File: config.mk
export PLATFORM = sky130hd
export DESIGN_NAME = clock_config_registers
export DESIGN_NICKNAME = d
export VERILOG_FILES = /design/src/clock_cfg_pkg.sv /design/src/clock_config_registers.sv
export SDC_FILE = /design/constraint.sdc
export NUM_CORES = 1
export LEC_CHECK = 0
export ABC_AREA = 1
export CORE_MARGIN = 1
export CORE_UTILIZATION = 60
export DETAILED_ROUTE_END_ITERATION = 10
export DONT_BUFFER_PORTS = 1
export PLACE_DENSITY = 0.82
export SYNTH_ARGS = -nofsm -noshare
export SYNTH_HDL_FRONTEND = slang
export SYNTH_SLANG_ARGS = --single-unit
File: constraint.sdc
create_clock -name i_ref_clk -period 6 [get_ports i_ref_clk]
set_input_delay 0.3 -clock i_ref_clk [delete_from_list [all_inputs] [get_ports i_ref_clk]]
set_output_delay 0.3 -clock i_ref_clk [all_outputs]
set_load 0.005 [all_outputs]
File: src/clock_cfg_pkg.sv
package clock_cfg_pkg;

  // serial port framing: one direction bit, fifteen address bits, then data bytes
  localparam int INSTR_BITS = 16;
  localparam int DATA_BITS = 8;
  localparam logic [3:0] INSTR_LAST = 4'hf;
  localparam logic [3:0] DATA_LAST = 4'h7;

  // register offsets on the configuration port
  localparam logic [14:0] OFS_CONV_CLOCK_POWERDOWN = 15'h0080;
  localparam logic [14:0] OFS_CLOCK_DUTY_CYCLE_CONTROL = 15'h0082;
  localparam logic [14:0] OFS_CLOCK_CROSSING_CONTROL = 15'h0083;
  localparam logic [14:0] OFS_REFERENCE_CLOCK_CONTROL = 15'h0084;
  localparam logic [14:0] OFS_SYSREF_CONTROL_HIGH = 15'h0088;
  localparam logic [14:0] OFS_SYSREF_HYSTERESIS_LOW = 15'h0089;
  localparam logic [14:0] OFS_DELAY_LOOP_POWER_CONTROL = 15'h0090;

  // storage slot of each register
  localparam int NUM_REGS = 7;
  localparam logic [2:0] IDX_PD = 3'h0;
  localparam logic [2:0] IDX_DUTY = 3'h1;
  localparam logic [2:0] IDX_CRS = 3'h2;
  localparam logic [2:0] IDX_REF = 3'h3;
  localparam logic [2:0] IDX_SYS0 = 3'h4;
  localparam logic [2:0] IDX_SYS1 = 3'h5;
  localparam logic [2:0] IDX_DLL = 3'h6;

  // reset values, slot 6 first
  localparam logic [NUM_REGS-1:0][7:0] REG_RESET = {
    8'h1f, 8'h00, 8'h00, 8'h00, 8'h80, 8'h80, 8'h01
  };
  // writable bits; everything else is reserved and reads zero
  localparam logic [NUM_REGS-1:0][7:0] REG_MASK = {
    8'h1f, 8'hff, 8'h0f, 8'h31, 8'h8f, 8'hff, 8'h01
  };

  // field positions
  localparam int POS_CONV_PD = 0;
  localparam int POS_DUTY_EN = 7;
  localparam int POS_DUTY_OFFSET_EN = 6;
  localparam int POS_DUTY_BOOST_EN = 5;
  localparam int POS_DUTY_SIGN = 4;
  localparam int POS_CRS_EN = 7;
  localparam int POS_REF_RATE_LO = 4;
  localparam int POS_REF_PD = 0;
  localparam int POS_SYSREF_HYSTERESIS_ENABLE = 3;
  localparam int POS_SYSREF_RISING_EDGE_SELECT = 2;
  localparam int POS_FINE_DC = 4;
  localparam int POS_FINE_XC = 3;
  localparam int POS_COARSE_DC = 2;
  localparam int POS_COARSE_XC = 1;
  localparam int POS_DELAY_LOOP_POWER_CONTROL = 0;

  typedef enum logic [1:0] {
    REF_RATE_X1,
    REF_RATE_X2,
    REF_RATE_X4,
    REF_RATE_OFF
  } ref_rate_e;

  typedef enum logic [1:0] {
    ST_IDLE,
    ST_INSTR,
    ST_DATA
  } spi_phase_e;

  // configuration presented to the clock section
  typedef struct packed {
    logic conv_clock_powerdown;
    logic duty_control_enable;
    logic duty_offset_enable;
    logic duty_boost_enable;
    logic duty_offset_negative;
    logic [3:0] duty_offset_code;
    logic crossing_adjust_enable;
    logic [3:0] crossing_point_code;
    ref_rate_e ref_clock_rate;
    logic ref_clock_disabled;
    logic ref_clock_powerdown;
    logic sysref_hysteresis_enable;
    logic sysref_rising_edge_select;
    logic [9:0] sysref_hysteresis_code;
    logic fine_line_duty_correct_enable;
    logic fine_line_cross_enable;
    logic coarse_line_duty_correct_enable;
    logic coarse_line_cross_enable;
    logic delay_loop_powerdown;
  } clk_cfg_s;

  typedef struct packed {
    logic sclk_q;
    spi_phase_e phase;
    logic [3:0] bit_cnt;
    logic [14:0] instr;
    logic rw;
    logic [14:0] addr;
    logic [7:0] shin;
    logic [7:0] shout;
    logic sdo_en;
    logic [NUM_REGS-1:0][7:0] regs;
  } cfg_state_s;

  localparam cfg_state_s STATE_RESET = '{
    sclk_q: 1'b0,
    phase: ST_IDLE,
    bit_cnt: 4'h0,
    instr: 15'h0000,
    rw: 1'b0,
    addr: 15'h0000,
    shin: 8'h00,
    shout: 8'h00,
    sdo_en: 1'b0,
    regs: REG_RESET
  };

endpackage

File: src/clock_config_registers.sv
`timescale 1ns/1ps
// Summary of operation
// RL1: converter clock powerdown bit 0 at 0x080 resets to 1; 1 powers down.
// RL2: duty register bit 7 enables duty-cycle control, reset value 1.
// RL3: duty register bit 6 applies the programmed duty offset, reset value 0.
// RL4: duty register bit 5 enables extended duty adjustment range, reset value 0.
// RL5: duty offset bits 4:0 are sign-magnitude, sign on top, reset zero.
// RL6: crossing register: enable bit 7 resets 1, code bits 3:0 reset 0.
// RL7: reference rate bits 5:4: x1, x2, x4, or 11 disables; reset 00.
// RL8: bit 0 at 0x084 powers down the reference clock when 1; reset 0.
// RL9: first sysref register bit 2 selects rising-edge capture, reset 0.
// RL10: first sysref register bit 3 enables receiver hysteresis, reset 0.
// RL11: ten-bit hysteresis code: bits 9:8 in first register, 7:0 in second.
// RL12: delay-loop power register bit 4 enables fine duty correction, reset 1.
// RL13: delay-loop power register bit 3 enables fine cross control, reset 1.
// RL14: bits 2 and 1 enable coarse duty correction and cross control, reset 1.
// RL15: delay-loop power register bit 0 powers down loop and clock generator.
// RL16: reserved bits read as zero; writes to them are dropped.
// RL17: fields drive the clock section continuously; writes act next cycle.
module clock_config_registers
  import clock_cfg_pkg::*;
(
  input wire logic i_ref_clk,
  input wire logic i_rst_n,
  input wire logic i_spi_cs_n,
  input wire logic i_spi_sclk,
  input wire logic i_spi_sdi,
  output logic o_spi_sdo,
  output logic o_spi_sdo_en,
  output clk_cfg_s o_cfg
);

  cfg_state_s state_ff;
  cfg_state_s nxt_state;

  logic sclk_rise;
  logic wr_strobe;
  logic wr_hit;
  logic [2:0] wr_idx;
  logic [7:0] wr_data;
  logic [14:0] next_addr;
  logic [3:0] lookup;

  // returns {hit, slot}; unmapped offsets miss and read as zero
  function automatic logic [3:0] addr_lookup(input logic [14:0] a);
    logic [3:0] r;
    r = 4'h0;
    unique case (a)
      OFS_CONV_CLOCK_POWERDOWN: r = {1'b1, IDX_PD};
      OFS_CLOCK_DUTY_CYCLE_CONTROL: r = {1'b1, IDX_DUTY};
      OFS_CLOCK_CROSSING_CONTROL: r = {1'b1, IDX_CRS};
      OFS_REFERENCE_CLOCK_CONTROL: r = {1'b1, IDX_REF};
      OFS_SYSREF_CONTROL_HIGH: r = {1'b1, IDX_SYS0};
      OFS_SYSREF_HYSTERESIS_LOW: r = {1'b1, IDX_SYS1};
      OFS_DELAY_LOOP_POWER_CONTROL: r = {1'b1, IDX_DLL};
      default: r = 4'h0;
    endcase
    return r;
  endfunction

  function automatic logic [7:0] read_value(
    input logic [NUM_REGS-1:0][7:0] regs,
    input logic [14:0] a
  );
    logic [3:0] l;
    logic [7:0] v;
    l = addr_lookup(a);
    v = 8'h00;
    if (l[3]) begin
      v = regs[l[2:0]] & REG_MASK[l[2:0]]; // [RL16]
    end
    return v;
  endfunction

  // sclk is slow against i_ref_clk, so an edge is seen by comparing with the
  // previous sample; sdo then moves on the same reference edge that samples sdi,
  // up to one reference cycle after sclk rises, so the master's hold margin is under one reference cycle
  always_comb begin
    nxt_state = state_ff;
    sclk_rise = i_spi_sclk & ~state_ff.sclk_q;
    wr_strobe = 1'b0;
    wr_data = {state_ff.shin[6:0], i_spi_sdi};
    next_addr = state_ff.addr + 15'h0001;
    lookup = addr_lookup(state_ff.addr);
    wr_hit = lookup[3];
    wr_idx = lookup[2:0];
    nxt_state.sclk_q = i_spi_sclk;
    if (i_spi_cs_n) begin
      nxt_state.phase = ST_IDLE;
      nxt_state.bit_cnt = 4'h0;
      nxt_state.sdo_en = 1'b0;
    end else if (sclk_rise) begin
      unique case (state_ff.phase)
        ST_IDLE, ST_INSTR: begin
          nxt_state.phase = ST_INSTR;
          nxt_state.instr = {state_ff.instr[13:0], i_spi_sdi};
          nxt_state.bit_cnt = state_ff.bit_cnt + 4'h1;
          if (state_ff.bit_cnt == INSTR_LAST) begin
            nxt_state.phase = ST_DATA;
            nxt_state.bit_cnt = 4'h0;
            nxt_state.rw = state_ff.instr[14];
            nxt_state.addr = {state_ff.instr[13:0], i_spi_sdi};
            nxt_state.sdo_en = state_ff.instr[14];
            nxt_state.shout = read_value(state_ff.regs, {state_ff.instr[13:0], i_spi_sdi});
          end
        end
        ST_DATA: begin
          nxt_state.shin = wr_data;
          nxt_state.shout = {state_ff.shout[6:0], 1'b0};
          nxt_state.bit_cnt = state_ff.bit_cnt + 4'h1;
          if (state_ff.bit_cnt == DATA_LAST) begin
            // streaming: further bytes go to ascending offsets
            nxt_state.bit_cnt = 4'h0;
            nxt_state.addr = next_addr;
            if (state_ff.rw) begin
              nxt_state.shout = read_value(state_ff.regs, next_addr);
            end else begin
              wr_strobe = 1'b1;
              if (wr_hit) begin
                nxt_state.regs[wr_idx] = wr_data & REG_MASK[wr_idx]; // [RL16] [RL17]
              end
            end
          end
        end
      endcase
    end
  end

  always_ff @(posedge i_ref_clk) begin
    if (!i_rst_n) begin
      state_ff <= STATE_RESET; // [RL1] [RL2] [RL6] [RL12] [RL13] [RL14] [RL15]
    end else begin
      state_ff <= nxt_state;
    end
  end

  assign o_spi_sdo = state_ff.shout[7];
  assign o_spi_sdo_en = state_ff.sdo_en;

  // fields wired straight from the register flops, so a write shows up on
  // the cycle after its last data bit and stays there
  always_comb begin
    o_cfg.conv_clock_powerdown = state_ff.regs[IDX_PD][POS_CONV_PD]; // [RL1] [RL17]
    o_cfg.duty_control_enable = state_ff.regs[IDX_DUTY][POS_DUTY_EN]; // [RL2]
    o_cfg.duty_offset_enable = state_ff.regs[IDX_DUTY][POS_DUTY_OFFSET_EN]; // [RL3]
    o_cfg.duty_boost_enable = state_ff.regs[IDX_DUTY][POS_DUTY_BOOST_EN]; // [RL4]
    o_cfg.duty_offset_negative = state_ff.regs[IDX_DUTY][POS_DUTY_SIGN]; // [RL5]
    o_cfg.duty_offset_code = state_ff.regs[IDX_DUTY][3:0]; // [RL5]
    o_cfg.crossing_adjust_enable = state_ff.regs[IDX_CRS][POS_CRS_EN]; // [RL6]
    o_cfg.crossing_point_code = state_ff.regs[IDX_CRS][3:0]; // [RL6]
    o_cfg.ref_clock_rate =
      ref_rate_e'(state_ff.regs[IDX_REF][POS_REF_RATE_LO+1:POS_REF_RATE_LO]); // [RL7]
    o_cfg.ref_clock_disabled =
      &state_ff.regs[IDX_REF][POS_REF_RATE_LO+1:POS_REF_RATE_LO]; // [RL7]
    o_cfg.ref_clock_powerdown = state_ff.regs[IDX_REF][POS_REF_PD]; // [RL8]
    o_cfg.sysref_hysteresis_enable = state_ff.regs[IDX_SYS0][POS_SYSREF_HYSTERESIS_ENABLE]; // [RL10]
    o_cfg.sysref_rising_edge_select = state_ff.regs[IDX_SYS0][POS_SYSREF_RISING_EDGE_SELECT]; // [RL9]
    o_cfg.sysref_hysteresis_code =
      {state_ff.regs[IDX_SYS0][1:0], state_ff.regs[IDX_SYS1]}; // [RL11]
    o_cfg.fine_line_duty_correct_enable = state_ff.regs[IDX_DLL][POS_FINE_DC]; // [RL12]
    o_cfg.fine_line_cross_enable = state_ff.regs[IDX_DLL][POS_FINE_XC]; // [RL13]
    o_cfg.coarse_line_duty_correct_enable = state_ff.regs[IDX_DLL][POS_COARSE_DC]; // [RL14]
    o_cfg.coarse_line_cross_enable = state_ff.regs[IDX_DLL][POS_COARSE_XC]; // [RL14]
    o_cfg.delay_loop_powerdown = state_ff.regs[IDX_DLL][POS_DELAY_LOOP_POWER_CONTROL]; // [RL15]
  end

  logic wr_go;
  assign wr_go = wr_strobe & wr_hit;
endmodule

# Word-level counts from Yosys, hierarchy flattened
# Memory sizes are Yosys's and may differ from the RTL's.
# Cells that the tools add are included.
[classes]
addsub = 2
n_lt_le_gt_ge = 4
n_eq_ne = 27
n_mux = 34
bitwise = 8
reduce_logical = 13
[op_table]
columns = ["op", "n"]
rows = [
  ["== test 15 x 8 -> 1 bit (second input constant)", 21],
  ["case mux 4 bit (7 select lines)", 3],
  ["two-way mux 8 bit", 10],
  ["bitwise mux 56 bit", 1],
  ["binary-select mux 8 bit (select 3 bit)", 2],
  ["two-way mux 4 bit", 10],
  ["two-way mux 15 bit", 2],
  ["case mux 15 bit (2 select lines)", 1],
  ["bitwise AND 8 bit", 3],
  ["demux 8 bit (select 3 bit)", 1],
  ["case mux 8 bit (2 select lines)", 1],
  ["adder 15 x 1 -> 15 bit (second input constant)", 1],
  ["less-than comparator 3 x 4 -> 1 bit (second input constant)", 3],
  ["AND reduction 3 bit", 4],
  ["two-way mux 9 bit", 1],
  ["case mux 4 bit (2 select lines)", 1],
  ["AND reduction 4 bit", 2],
  ["two-way mux 6 bit", 1],
  ["AND reduction 6 bit", 1],
  ["adder 4 x 1 -> 4 bit (second input constant)", 1],
  ["== test 4 x 3 -> 1 bit (second input constant)", 1],
  ["== test 4 bit (second input constant)", 1],
  ["inequality test 2 bit (second input constant)", 2],
  ["inverter 1 bit", 4],
  ["8 further kinds", 10],
]
[word_totals]
regBits = 110
rom_bits = 192
output_inout_bits = 37
memories = 3
[mem_list]
columns = ["name", "words", "width", "read_ports", "rd_ports_with_merged_regs", "write_ports", "line_no", "source"]
rows = [
  ["(name not given)", 8, 8, 1, 0, 0, "clock_config_registers.sv:120", "nxt_state.regs[wr_idx] = wr_data & REG_MASK[wr_idx];"],
  ["(name not given)", 8, 8, 1, 0, 0, "clock_config_registers.sv:70", "v = regs[l[2:0]] & REG_MASK[l[2:0]];"],
  ["(name not given)", 8, 8, 1, 0, 0, "clock_config_registers.sv:70", ""],
]

# Depth between registers and ports, before layout
# Gate-level depths: netlist of the first run.
[depth]
ltp_word = 15
ltp_mapped = 21

# Worst setup path after synthesis of the first run
# OpenSTA, ideal clock, no wires.
[synth_timing]
path_kind = "register to register"
startpoint = "register state_ff[73] in the netlist's numbering"
endpoint = "register state_ff, in the netlist o_spi_sdo"
t_arrival_ps = 2593
required_ps = 5868
path_slack_ps = 3275
path_stages_with_launch = 21
path_buffers = 0
period_less_slack_ps = 2725
cell_sequence = "dfxtp_1 ha_1 nand3_1 o21ai_1 nand2_1 nor2_2 nand2_2 inv_2 nand2_1 nand2_1 nand2_2 clkinv_4 nand2_1 ha_1 inv_1 nor2_1 nor2_2 nand3_1 nand2_1 nand2_1 a21oi_1"
[synth_between]
elab_chain_cells = 15
elab_cells_between_ends = 23
[synth_lines]
columns = ["item", "line_no", "source"]
rows = [
  ["start, declared", "clock_config_registers.sv:33", "cfg_state_s state_ff;"],
  ["start signal, assigned", "clock_config_registers.sv:133", "state_ff <= nxt_state;"],
  ["adder 15 x 1 -> 15 bit *", "clock_config_registers.sv:83", "next_addr = state_ff.addr + 15'h0001;"],
  ["== test 15 x 8 -> 1 bit", "clock_config_registers.sv:48", "unique case (a)"],
  ["case mux 4 bit (7 select lines) *", "clock_config_registers.sv:48", ""],
  ["two-way mux 4 bit *", "clock_config_registers.sv:115", "if (state_ff.rw) begin"],
  ["two-way mux 4 bit *", "clock_config_registers.sv:111", "if (state_ff.bit_cnt == DATA_LAST) begin"],
  ["two-way mux 4 bit *", "clock_config_registers.sv:93", "unique case (state_ff.phase)"],
  ["two-way mux 4 bit *", "clock_config_registers.sv:92", "end else if (sclk_rise) begin"],
  ["two-way mux 4 bit *", "clock_config_registers.sv:88", "if (i_spi_cs_n) begin"],
  ["memory (8 x 8 bit) or binary-select mux 8 bit (select 3 bit) (tied branches)", "n/a", ""],
  ["two-way mux 8 bit (not written as such)", "clock_config_registers.sv:70", ""],
  ["bitwise AND 8 bit", "clock_config_registers.sv:70", ""],
  ["two-way mux 8 bit *", "clock_config_registers.sv:69", "if (l[3]) begin"],
  ["two-way mux 8 bit *", "clock_config_registers.sv:115", ""],
  ["two-way mux 8 bit *", "clock_config_registers.sv:111", ""],
  ["case mux 8 bit (2 select lines) *", "clock_config_registers.sv:93", ""],
]
# Every way passes the cells marked *; elsewhere a longest branch is shown, timed or not. The select of a mux whose other input is x is not followed.
# A chain may end at the register's enable or synchronous reset.

# Final worst setup path of the first run
[layout_timing]
startpoint = "register state_ff[109] in the netlist's numbering"
endpoint = "register state_ff[54] in the netlist's numbering"
[layout_between]
elab_chain_cells = 2
[layout_lines]
columns = ["item", "line_no"]
rows = [
  ["== test 2 bit", "clock_config_registers.sv:93"],
  ["AND reduction 6 bit (no line)", "n/a"],
]
# Every way passes these cells.

==> results.yml, run 1 <==
global_routing:
  grt_pass1_vias: 5996
  antenna_found_initial: 0
  grtUsageTotal: 0.373
  grt_pass1_wl_mm: 32.5
  grt_remaining_overflow: 0
  grt_max_degree: 68
sta:
  tightest_slew_ns: 0.775
  drv_slew: 0
  hold_slack_ns: 0.0102
  rsz0062_at_grt: "false"
  setup_slack_ns: 2.27
  skew_ns: 0.0223
  setup_tns_ns: 0
  hold_violations: 0
  min_period_ns: 3.73
  max_freq_mhz: 268
  min_period_over_period: 0.622
  maxSlewHeadroom: 0.480
  setup_viol: 0
floorplanning:
  die-area_sq_um: 11600
  ioPinCount: 42
  start_util: 0.616
  fp.dieH_um: 108
  core.rowCount: 38
  core_area_sq_um: 10800
  fp.dieW_um: 108
setup_path:
  cp-end-kind: "flip-flop"
  crit_start: "state_ff[109]$_SDFFE_PP0P_"
  cp-endpoint: "state_ff[54]$_SDFFE_PN0P_"
  crit_required_ns: 6.32
  ff2ff_setup_slack_ns: 2.27
  r2r_cells: 12
  reg2reg_to: "state_ff[54]$_SDFFE_PN0P_"
  worstPathArrival_ns: 4.05
  critPathMaxFanout: 26
  path_class: "reg2reg"
  worst_setup_path_start_kind: "flip-flop"
  reg2reg_from: "state_ff[109]$_SDFFE_PP0P_"
yosys:
  synth_top_area_cell: "dfxtp_1"
  synth.cell_area_sq_um: 6680
  synth.avg_cell_area_sq_um: 6.39
  synth_cell_types: 41
  synth_top_cell_area_share: 0.318
  synth-seq-cells: 106
  postSynthCellCount: 1046
  synthesis.nets: 1063
  yosysWarnings: 0
  ys_seq_area_frac: 0.318
  synthTopCellsByArea: "dfxtp_1 (32%), nand2_1 (12%), o21ai_0 (8.3%)"
final_layout:
  layout-drive-gt1-share: 0.0571
  layout_common_cells: "nand2_1 (211), inv_1 (120), o21ai_0 (111)"
  final_common_cell: "nand2_1"
  syn_to_final_growth_pct: 0.506
  nFillCells: 1040
  finalInstanceArea_sq_um: 6710
  nNetsFinal: 1010
  diodes: 0
  stdcell_count: 1138
clock_tree:
  clockBufferDepth: 2
  clk_latency_ns: 0.42
  h-tree-depth: 3
  cts_tree: "done"
  path_clk_slew_ns: 0.12
  cts_buffers: 9
  cts_root_buf: "clkbuf_8"
  cts.sinks: 106
  cts_resized: 0
placed_design:
  placed_area_sq_um: 6450
  dp_cells: 1118
  post-dp-hpwl_mm: 15.1
  port_buffers: 0
  place_ws_ns: 2.38
  gp_congestion: 0.964
routing:
  vias_per_cell: 5.98
  drc_errors: 0
  post_drt_wl_per_cell_um: 18.0
  routed_wl_mm: 20.4
  dr_total_vias: 6810
  drt_iter0_markers: 942
  drtAntennaViolNets: 0
  dr.pass1.iters: 7
min_path:
  hp-class: "in2reg"
pwr:
  ir_drop_uv: 221
  power_leakage_uw: 0.00278
  p_per_area_nw_per_um2: 187
status:
  status: "complete, no violations"
run:
  drv_cap: 0
-- worst max-delay path, cell delays in order, from the launching register on --
cell and delay, ns:
dfxtp_1 0.35, inv_1 0.07, nor2_1 0.09, buf_4 0.26
clkinv_1 0.67, nor2_1 0.70, inv_1 0.21, nor3_2 0.27
nand2_1 0.15, nor2_1 0.32, inv_1 0.25, o21ai_0 0.21
a21oi_1 0.05
-- final cells by class --
cell class	instances	area [sq um]	share of cell area
clock buffers	9	124	0.0185
clock inverters	7	101	0.0151
inverters	129	489	0.0729
multi-input cells	740	3640	0.542
flip-flops and latches	106	2120	0.316
well taps	140	175	0.0261
repair buffers	7	62.6	0.00932
-- per-layer routing --
metal / part of all wire / track usage
met4: 0.024 / 0.114
met2: 0.42 / 0.530
met3: 0.098 / 0.105
met1: 0.46 / 0.539
met5: 0 / 0
-- how the worst min path moves through the flow --
stage,depth (start not counted),startpoint,end
after floorplan,2,i_spi_sclk,state_ff[110]$_SDFF_PN0_
after global placement,2,i_spi_sclk,state_ff[110]$_SDFF_PN0_
after detailed placement,2,i_spi_sclk,state_ff[110]$_SDFF_PN0_
after CTS,2,i_rst_n,state_ff[22]$_SDFFE_PN0P_
after global routing,2,i_rst_n,state_ff[101]$_SDFFE_PN0P_
final,2,i_rst_n,state_ff[103]$_SDFFE_PN0P_
-- cells in the mapped netlist, drive strengths merged --
cell type / instances
nand2: 220
xor2: 3
nor3: 13
nor2: 120
nand4: 15
buf: 45
o21ai: 120
or2: 3
a221oi: 10
o21a: 3
o211ai: 8
nor4: 3
a211oi: 11
dfxtp: 106
inv: 126
and3: 1
nand3b: 3
nand3: 84
clkbuf: 26
xnor2: 2
clkinv: 3
ha: 12
a21boi: 1
o221ai: 2
o22ai: 2
a31oi: 6
a21oi: 98
-- flip-flops by register name, summed over array words and instances (netlist names) --
| signal | count |
|---|---|
| o_spi_sdo_en | 1 |
| o_spi_sdo | 1 |
| o_cfg | 34 |
| state_ff | 70 |
-- cells by family after synthesis --
group,synth area share
XOR/XNOR,0.00656
AND/OR/NAND/NOR,0.302
AO/OA/AOI/OAI,0.214
adder cells (fa/ha/maj),0.0225
buffers and inverters,0.138
flip-flops,0.318
-- stage by stage --
step / util / power (uW)
after global placement: 0.595 / 779
after floorplan: - / 774
after CTS: 0.618 / 1260
final: 0.619 / 1260
after detailed placement: 0.595 / 780
after global routing: 0.619 / 1300
-- power breakdown --
group / leakage [uW] / switching, uW / total, uW / internal (uW)
logic: 0.00181 / 33.2 / 49.2 / 16.1
registers: 0.000857 / 7.51 / 719 / 711
clock network: 0.000110 / 314 / 489 / 175
total: 0.00278 / 355 / 1260 / 902
-- timing repair --
action                                  CTS  global route
hold buffers                              3             1
hold endpoints to repair                  6             1
endpoints found under the setup margin    0             0
buffers inserted                          0             0
No activity file was read; power rests on OpenSTA's default activity.
==> run 2, diff against run 1 <==
==> constraint.sdc (replaced) <==
create_clock -name i_ref_clk -period 3.6 [get_ports i_ref_clk]
set_input_delay 0.18 -clock i_ref_clk [delete_from_list [all_inputs] [get_ports i_ref_clk]]
set_output_delay 0.18 -clock i_ref_clk [all_outputs]
set_load 0.005 [all_outputs]
==> run 2 against run 1 <==
Non-clock buffer count up 11. Global-route usage down 2.6 points. Cell count up 0.97%. Sequential power up 67%. Critical endpoint is now o_spi_sdo$_SDFFE_PN0P_. Clock-buffer cell count unchanged. Largest power group unchanged. Total power up 64%.
==> results.yml, run 2 (synthesis gave the netlist of run 1 again) <==
status:
  status: "complete, no violations"
final_layout:
  diodes: 0
  largest_register: "state_ff"
  nNetsFinal: 1021
  largest_reg_flops: 70
  finalInstanceArea_sq_um: 6790
  layout_common_cells: "nand2_1 (211), inv_1 (120), o21ai_0 (111)"
  final_common_cell: "nand2_1"
  layout-drive-gt1-share: 0.0674
  syn_to_final_growth_pct: 1.72
placed_design:
  port_buffers: 0
  placed_area_sq_um: 6520
  gp_congestion: 1.05
  place_ws_ns: 0.493
  post-dp-hpwl_mm: 14.1
clock_tree:
  cts_buffers: 9
  clk_latency_ns: 0.41
  ctsHoldBuffers: 5
  cts_resized: 0
  post_cts_buffers: 0
  cts.sinks: 106
  cts_tree: "done"
  h-tree-depth: 3
  path_clk_slew_ns: 0.12
  cts_root_buf: "clkbuf_8"
  clockBufferDepth: 2
routing:
  vias_per_cell: 5.88
  drc_errors: 0
  dr_total_vias: 6759
  drt_iter0_markers: 782
  routed_wl_mm: 19.1
  drtAntennaViolNets: 0
  post_drt_wl_per_cell_um: 16.6
  dr.pass1.iters: 6
setup_path:
  cp-end-kind: "flip-flop"
  worstPathArrival_ns: 3.48
  worst_setup_path_start_kind: "flip-flop"
  path_class: "reg2reg"
  r2r_cells: 20
  critPathMaxFanout: 10
  crit_required_ns: 3.88
floorplanning:
  fp.dieH_um: 108
  core_area_sq_um: 10800
  start_util: 0.616
  ioPinCount: 42
  fp.dieW_um: 108
  core.rowCount: 38
  die-area_sq_um: 11600
sta:
  setup_slack_ns: 0.401
  min_period_over_period: 0.889
  setup_tns_ns: 0
  min_period_ns: 3.20
  maxSlewHeadroom: 0.586
  hold_slack_ns: 0.0292
  hold_violations: 0
  skew_ns: 0.0170
  max_freq_mhz: 313
  rsz0062_at_grt: "false"
  setup_viol: 0
  drv_slew: 0
  tightest_slew_ns: 0.617
global_routing:
  grtUsageTotal: 0.347
  grt_pass1_vias: 5870
  grt_pass1_wl_mm: 30.6
  antenna_found_initial: 0
  grt_max_degree: 71
  grt_remaining_overflow: 0
pwr:
  p_total_uw: 2060
  ir_drop_uv: 481
  p_per_area_nw_per_um2: 304
  power_leakage_uw: 0.00283
run:
  drv_cap: 0
min_path:
  hp-class: "in2reg"
  hold_depth: 2
run 2: worst max-delay path, cell delays in order (launching register included):
cell and delay [ns]:
dfxtp_1 0.48, ha_1 0.33, nand2_1 0.14, nor2_4 0.18
nand3_1 0.09, nand2_1 0.08, nand2_1 0.07, nor2_1 0.09
nand2_1 0.09, nor2_4 0.26, nand2_2 0.18, clkinv_4 0.12
nand2_1 0.12, ha_1 0.29, inv_1 0.03, nor2_1 0.18
nor2_2 0.07, nand3_1 0.09, nand2_1 0.05, nand2_1 0.06
a21oi_1 0.05
run 2: layout make-up:
class | count | area, sq um
Timing Repair Buffer | 18 | 165
Clock inverter | 7 | 80.1
Inverter | 129 | 489
Tap cell | 140 | 175
Multi-Input combinational cell | 740 | 3640
Clock buffer | 9 | 124
Sequential cell | 106 | 2120
Fill cell | 1035 | 4050
run 2: final timing paths:
check	endpoint	slack [ns]	startpoint
min	o_cfg[5]$_SDFFE_PN0P_	0.03	i_spi_sdi
max reg2reg	o_spi_sdo$_SDFFE_PN0P_	0.40	state_ff[73]$_SDFFE_PN0P_
max	o_spi_sdo$_SDFFE_PN0P_	0.40	state_ff[73]$_SDFFE_PN0P_
min reg2reg	state_ff[59]$_SDFFE_PN0P_	0.48	state_ff[59]$_SDFFE_PN0P_
run 2: metrics by stage:
stage,util,cells
6_report,0.627,1149
5_1_grt,0.627,1149
2_1_floorplan,-,1046
3_3_place_gp,0.602,1128
3_5_place_dp,0.602,1128
4_1_cts,0.627,1149
run 2: where the power goes:
| group | internal (uW) | switching (uW) |
|---|---|---|
| logic | 30.2 | 66.5 |
| registers | 1180 | 12.5 |
| clock network | 278 | 490 |
| total | 1490 | 569 |
run 2: layer usage:
metal,up-vias,part of all wire,track usage
met4,0,0.025,0.124
met3,35,0.11,0.0969
li1,3353,-,-
met5,-,0,0
met2,345,0.43,0.508
met1,3026,0.44,0.482
==> run 3, diff against run 2 <==
==> constraint.sdc (replaced) <==
create_clock -name i_ref_clk -period 3.6 [get_ports i_ref_clk]
set_input_delay 0.18 -clock i_ref_clk [delete_from_list [all_inputs] [get_ports i_ref_clk]]
set_output_delay 0.18 -clock i_ref_clk [all_outputs]
set_load 0.05 [all_outputs]
==> run 3 against run 2 <==
Utilization grew 0.12 points. Routed wire length grew 5.8%. Via count grew 1.2%. Worst setup slack gained 0.029 ns. Sequential power is essentially flat. Clock power is essentially flat. Critical path depth shrank 6. Die area is the same. Global-route usage grew 1.5 points. Combinational power grew 1%. Total power grew 0.21%. Cell count is essentially flat.
==> results.yml, run 3 (synthesis gave the netlist of run 1 again) <==
sta:
  min_period_ns: 3.17
  maxSlewHeadroom: 0.498
  tightest_slew_ns: 0.752
  setup_viol: 0
  hold_violations: 0
  max_freq_mhz: 315
  setup_tns_ns: 0
  skew_ns: 0.0228
  min_period_over_period: 0.881
  rsz0062_at_grt: "false"
  drv_slew: 0
final_layout:
  layout_common_cells: "nand2_1 (211), inv_1 (120), o21ai_0 (111)"
  syn_to_final_growth_pct: 1.91
  largest_reg_flops: 70
  finalInstanceArea_sq_um: 6810
  diodes: 0
  largest_register: "state_ff"
  final_common_cell: "nand2_1"
  nNetsFinal: 1022
  layout-drive-gt1-share: 0.0693
run:
  drv_cap: 0
pwr:
  ir_drop_uv: 310
  power_leakage_uw: 0.00283
  p_per_area_nw_per_um2: 304
floorplanning:
  fp.dieW_um: 108
  die-area_sq_um: 11600
  start_util: 0.616
  core_area_sq_um: 10800
  ioPinCount: 42
  core.rowCount: 38
  fp.dieH_um: 108
global_routing:
  grt_remaining_overflow: 0
  grt_max_degree: 71
  grtUsageTotal: 0.361
  grt_pass1_wl_mm: 31.8
  grt_pass1_vias: 5916
  antenna_found_initial: 0
setup_path:
  worst_setup_path_start_kind: "flip-flop"
  path_class: "reg2reg"
  cp-end-kind: "flip-flop"
  ff2ff_setup_slack_ns: 0.43
  crit_required_ns: 3.97
  path_common_cell: "inv_1"
  slowest_delay_ns: 0.43
  critPathTopFamily: "simple AND/OR/NAND/NOR gates"
  crit_buf_inv: 5
  cpMaxStageDelayCell: "nor2_1"
  critPathMaxFanout: 8
  crit_chain: "inv_1 -> ha_1 -> nand2_1 -> nor4_1 -> inv_1 -> o211ai_1 -> inv_1 -> ha_1 -> nand2_1 -> inv_1 -> nor2_1 -> inv_1 -> a21oi_1 -> o21a_1"
  worstPathArrival_ns: 3.54
clock_tree:
  h-tree-depth: 3
  clockBufferDepth: 2
  path_clk_slew_ns: 0.12
  cts_root_buf: "clkbuf_8"
  clk_latency_ns: 0.42
  cts_tree: "done"
  cts_buffers: 9
  cts.sinks: 106
min_path:
  hp-class: "in2reg"
routing:
  drtAntennaViolNets: 0
  routed_wl_mm: 20.2
  dr_total_vias: 6840
  drt_iter0_markers: 767
  vias_per_cell: 5.95
  post_drt_wl_per_cell_um: 17.6
  dr.pass1.iters: 8
  drc_errors: 0
placed_design:
  placed_area_sq_um: 6530
  gp_congestion: 0.960
  post-dp-hpwl_mm: 14.8
  port_buffers: 0
status:
  status: "complete, no violations"
[run 3: cell count changes in the layout (fill, tap and decap cells not counted), sizes merged]
cell,before,now
inv,130,128
clkinv,5,7
buf,14,15
[run 3: where the power goes]
group | switching (uW) | internal [uW] | total, uW
logic | 67.5 | 30.2 | 97.7
registers | 13.2 | 1180 | 1200
clock network | 496 | 275 | 771
total | 576 | 1490 | 2070
[run 3: through the flow]
stage                     setup slack, ns  hold slack [ns]  total power [uW]  utilization  std cells
final                               0.430           0.0689              2070        0.628       1150
after global routing               0.0776           0.0652              2130        0.628       1150
after CTS                           0.430           0.0518              2070        0.628       1150
after detailed placement            0.438            0.281              1300        0.602       1129
after global placement              0.570            0.276              1300        0.602       1129
after floorplan                     0.875            0.273              1290            -       1046
[run 3: worst reg2reg max path, cell delays in order (launching register included)]
cell      delay, ns
dfxtp_1        0.41
inv_1          0.17
ha_1           0.26
nand2_1        0.07
nor4_1         0.42
inv_1          0.08
o211ai_1       0.19
inv_1          0.12
ha_1           0.29
nand2_1        0.07
inv_1          0.08
nor2_1         0.43
inv_1          0.21
a21oi_1        0.20
o21a_1         0.13
[run 3: path summary, 6_finish.rpt]
| path | start | to | cells after the start |
|---|---|---|---|
| worst min register to register | state_ff[71]$_SDFFE_PN0P_ | state_ff[71]$_SDFFE_PN0P_ | 2 |
| worst max register to register | state_ff[73]$_SDFFE_PN0P_ | state_ff[27]$_SDFFE_PN0P_ | 14 |
| worst min-delay path | i_spi_sclk | state_ff[106]$_SDFFE_PP0P_ | 4 |
| worst max-delay path | state_ff[73]$_SDFFE_PN0P_ | state_ff[27]$_SDFFE_PN0P_ | 14 |
[run 3: per-layer routing]
metal / global-route usage / wire length (um) / up-vias
met5: 0 / 0 / -
met1: 0.533 / 9170 / 3118
met4: 0.105 / 336 / 0
li1: - / - / 3347
met2: 0.526 / 8630 / 343
met3: 0.0708 / 2070 / 32
[run 3: area by class of cell]
cell class / instances / area, sq um
Clock inverter: 7 / 82.6
Inverter: 129 / 489
Timing Repair Buffer: 19 / 173
Clock buffer: 9 / 124
Tap cell: 140 / 175
Fill cell: 1046 / 4030
Multi-Input combinational cell: 740 / 3640
Sequential cell: 106 / 2120
[run 3: timing repair]
action	in CTS	in global routing
setup buffers	0	0
gates resized for setup	0	1
hold buffers	5	0
hold endpoints to repair	78	0
endpoints found under the setup margin	0	1
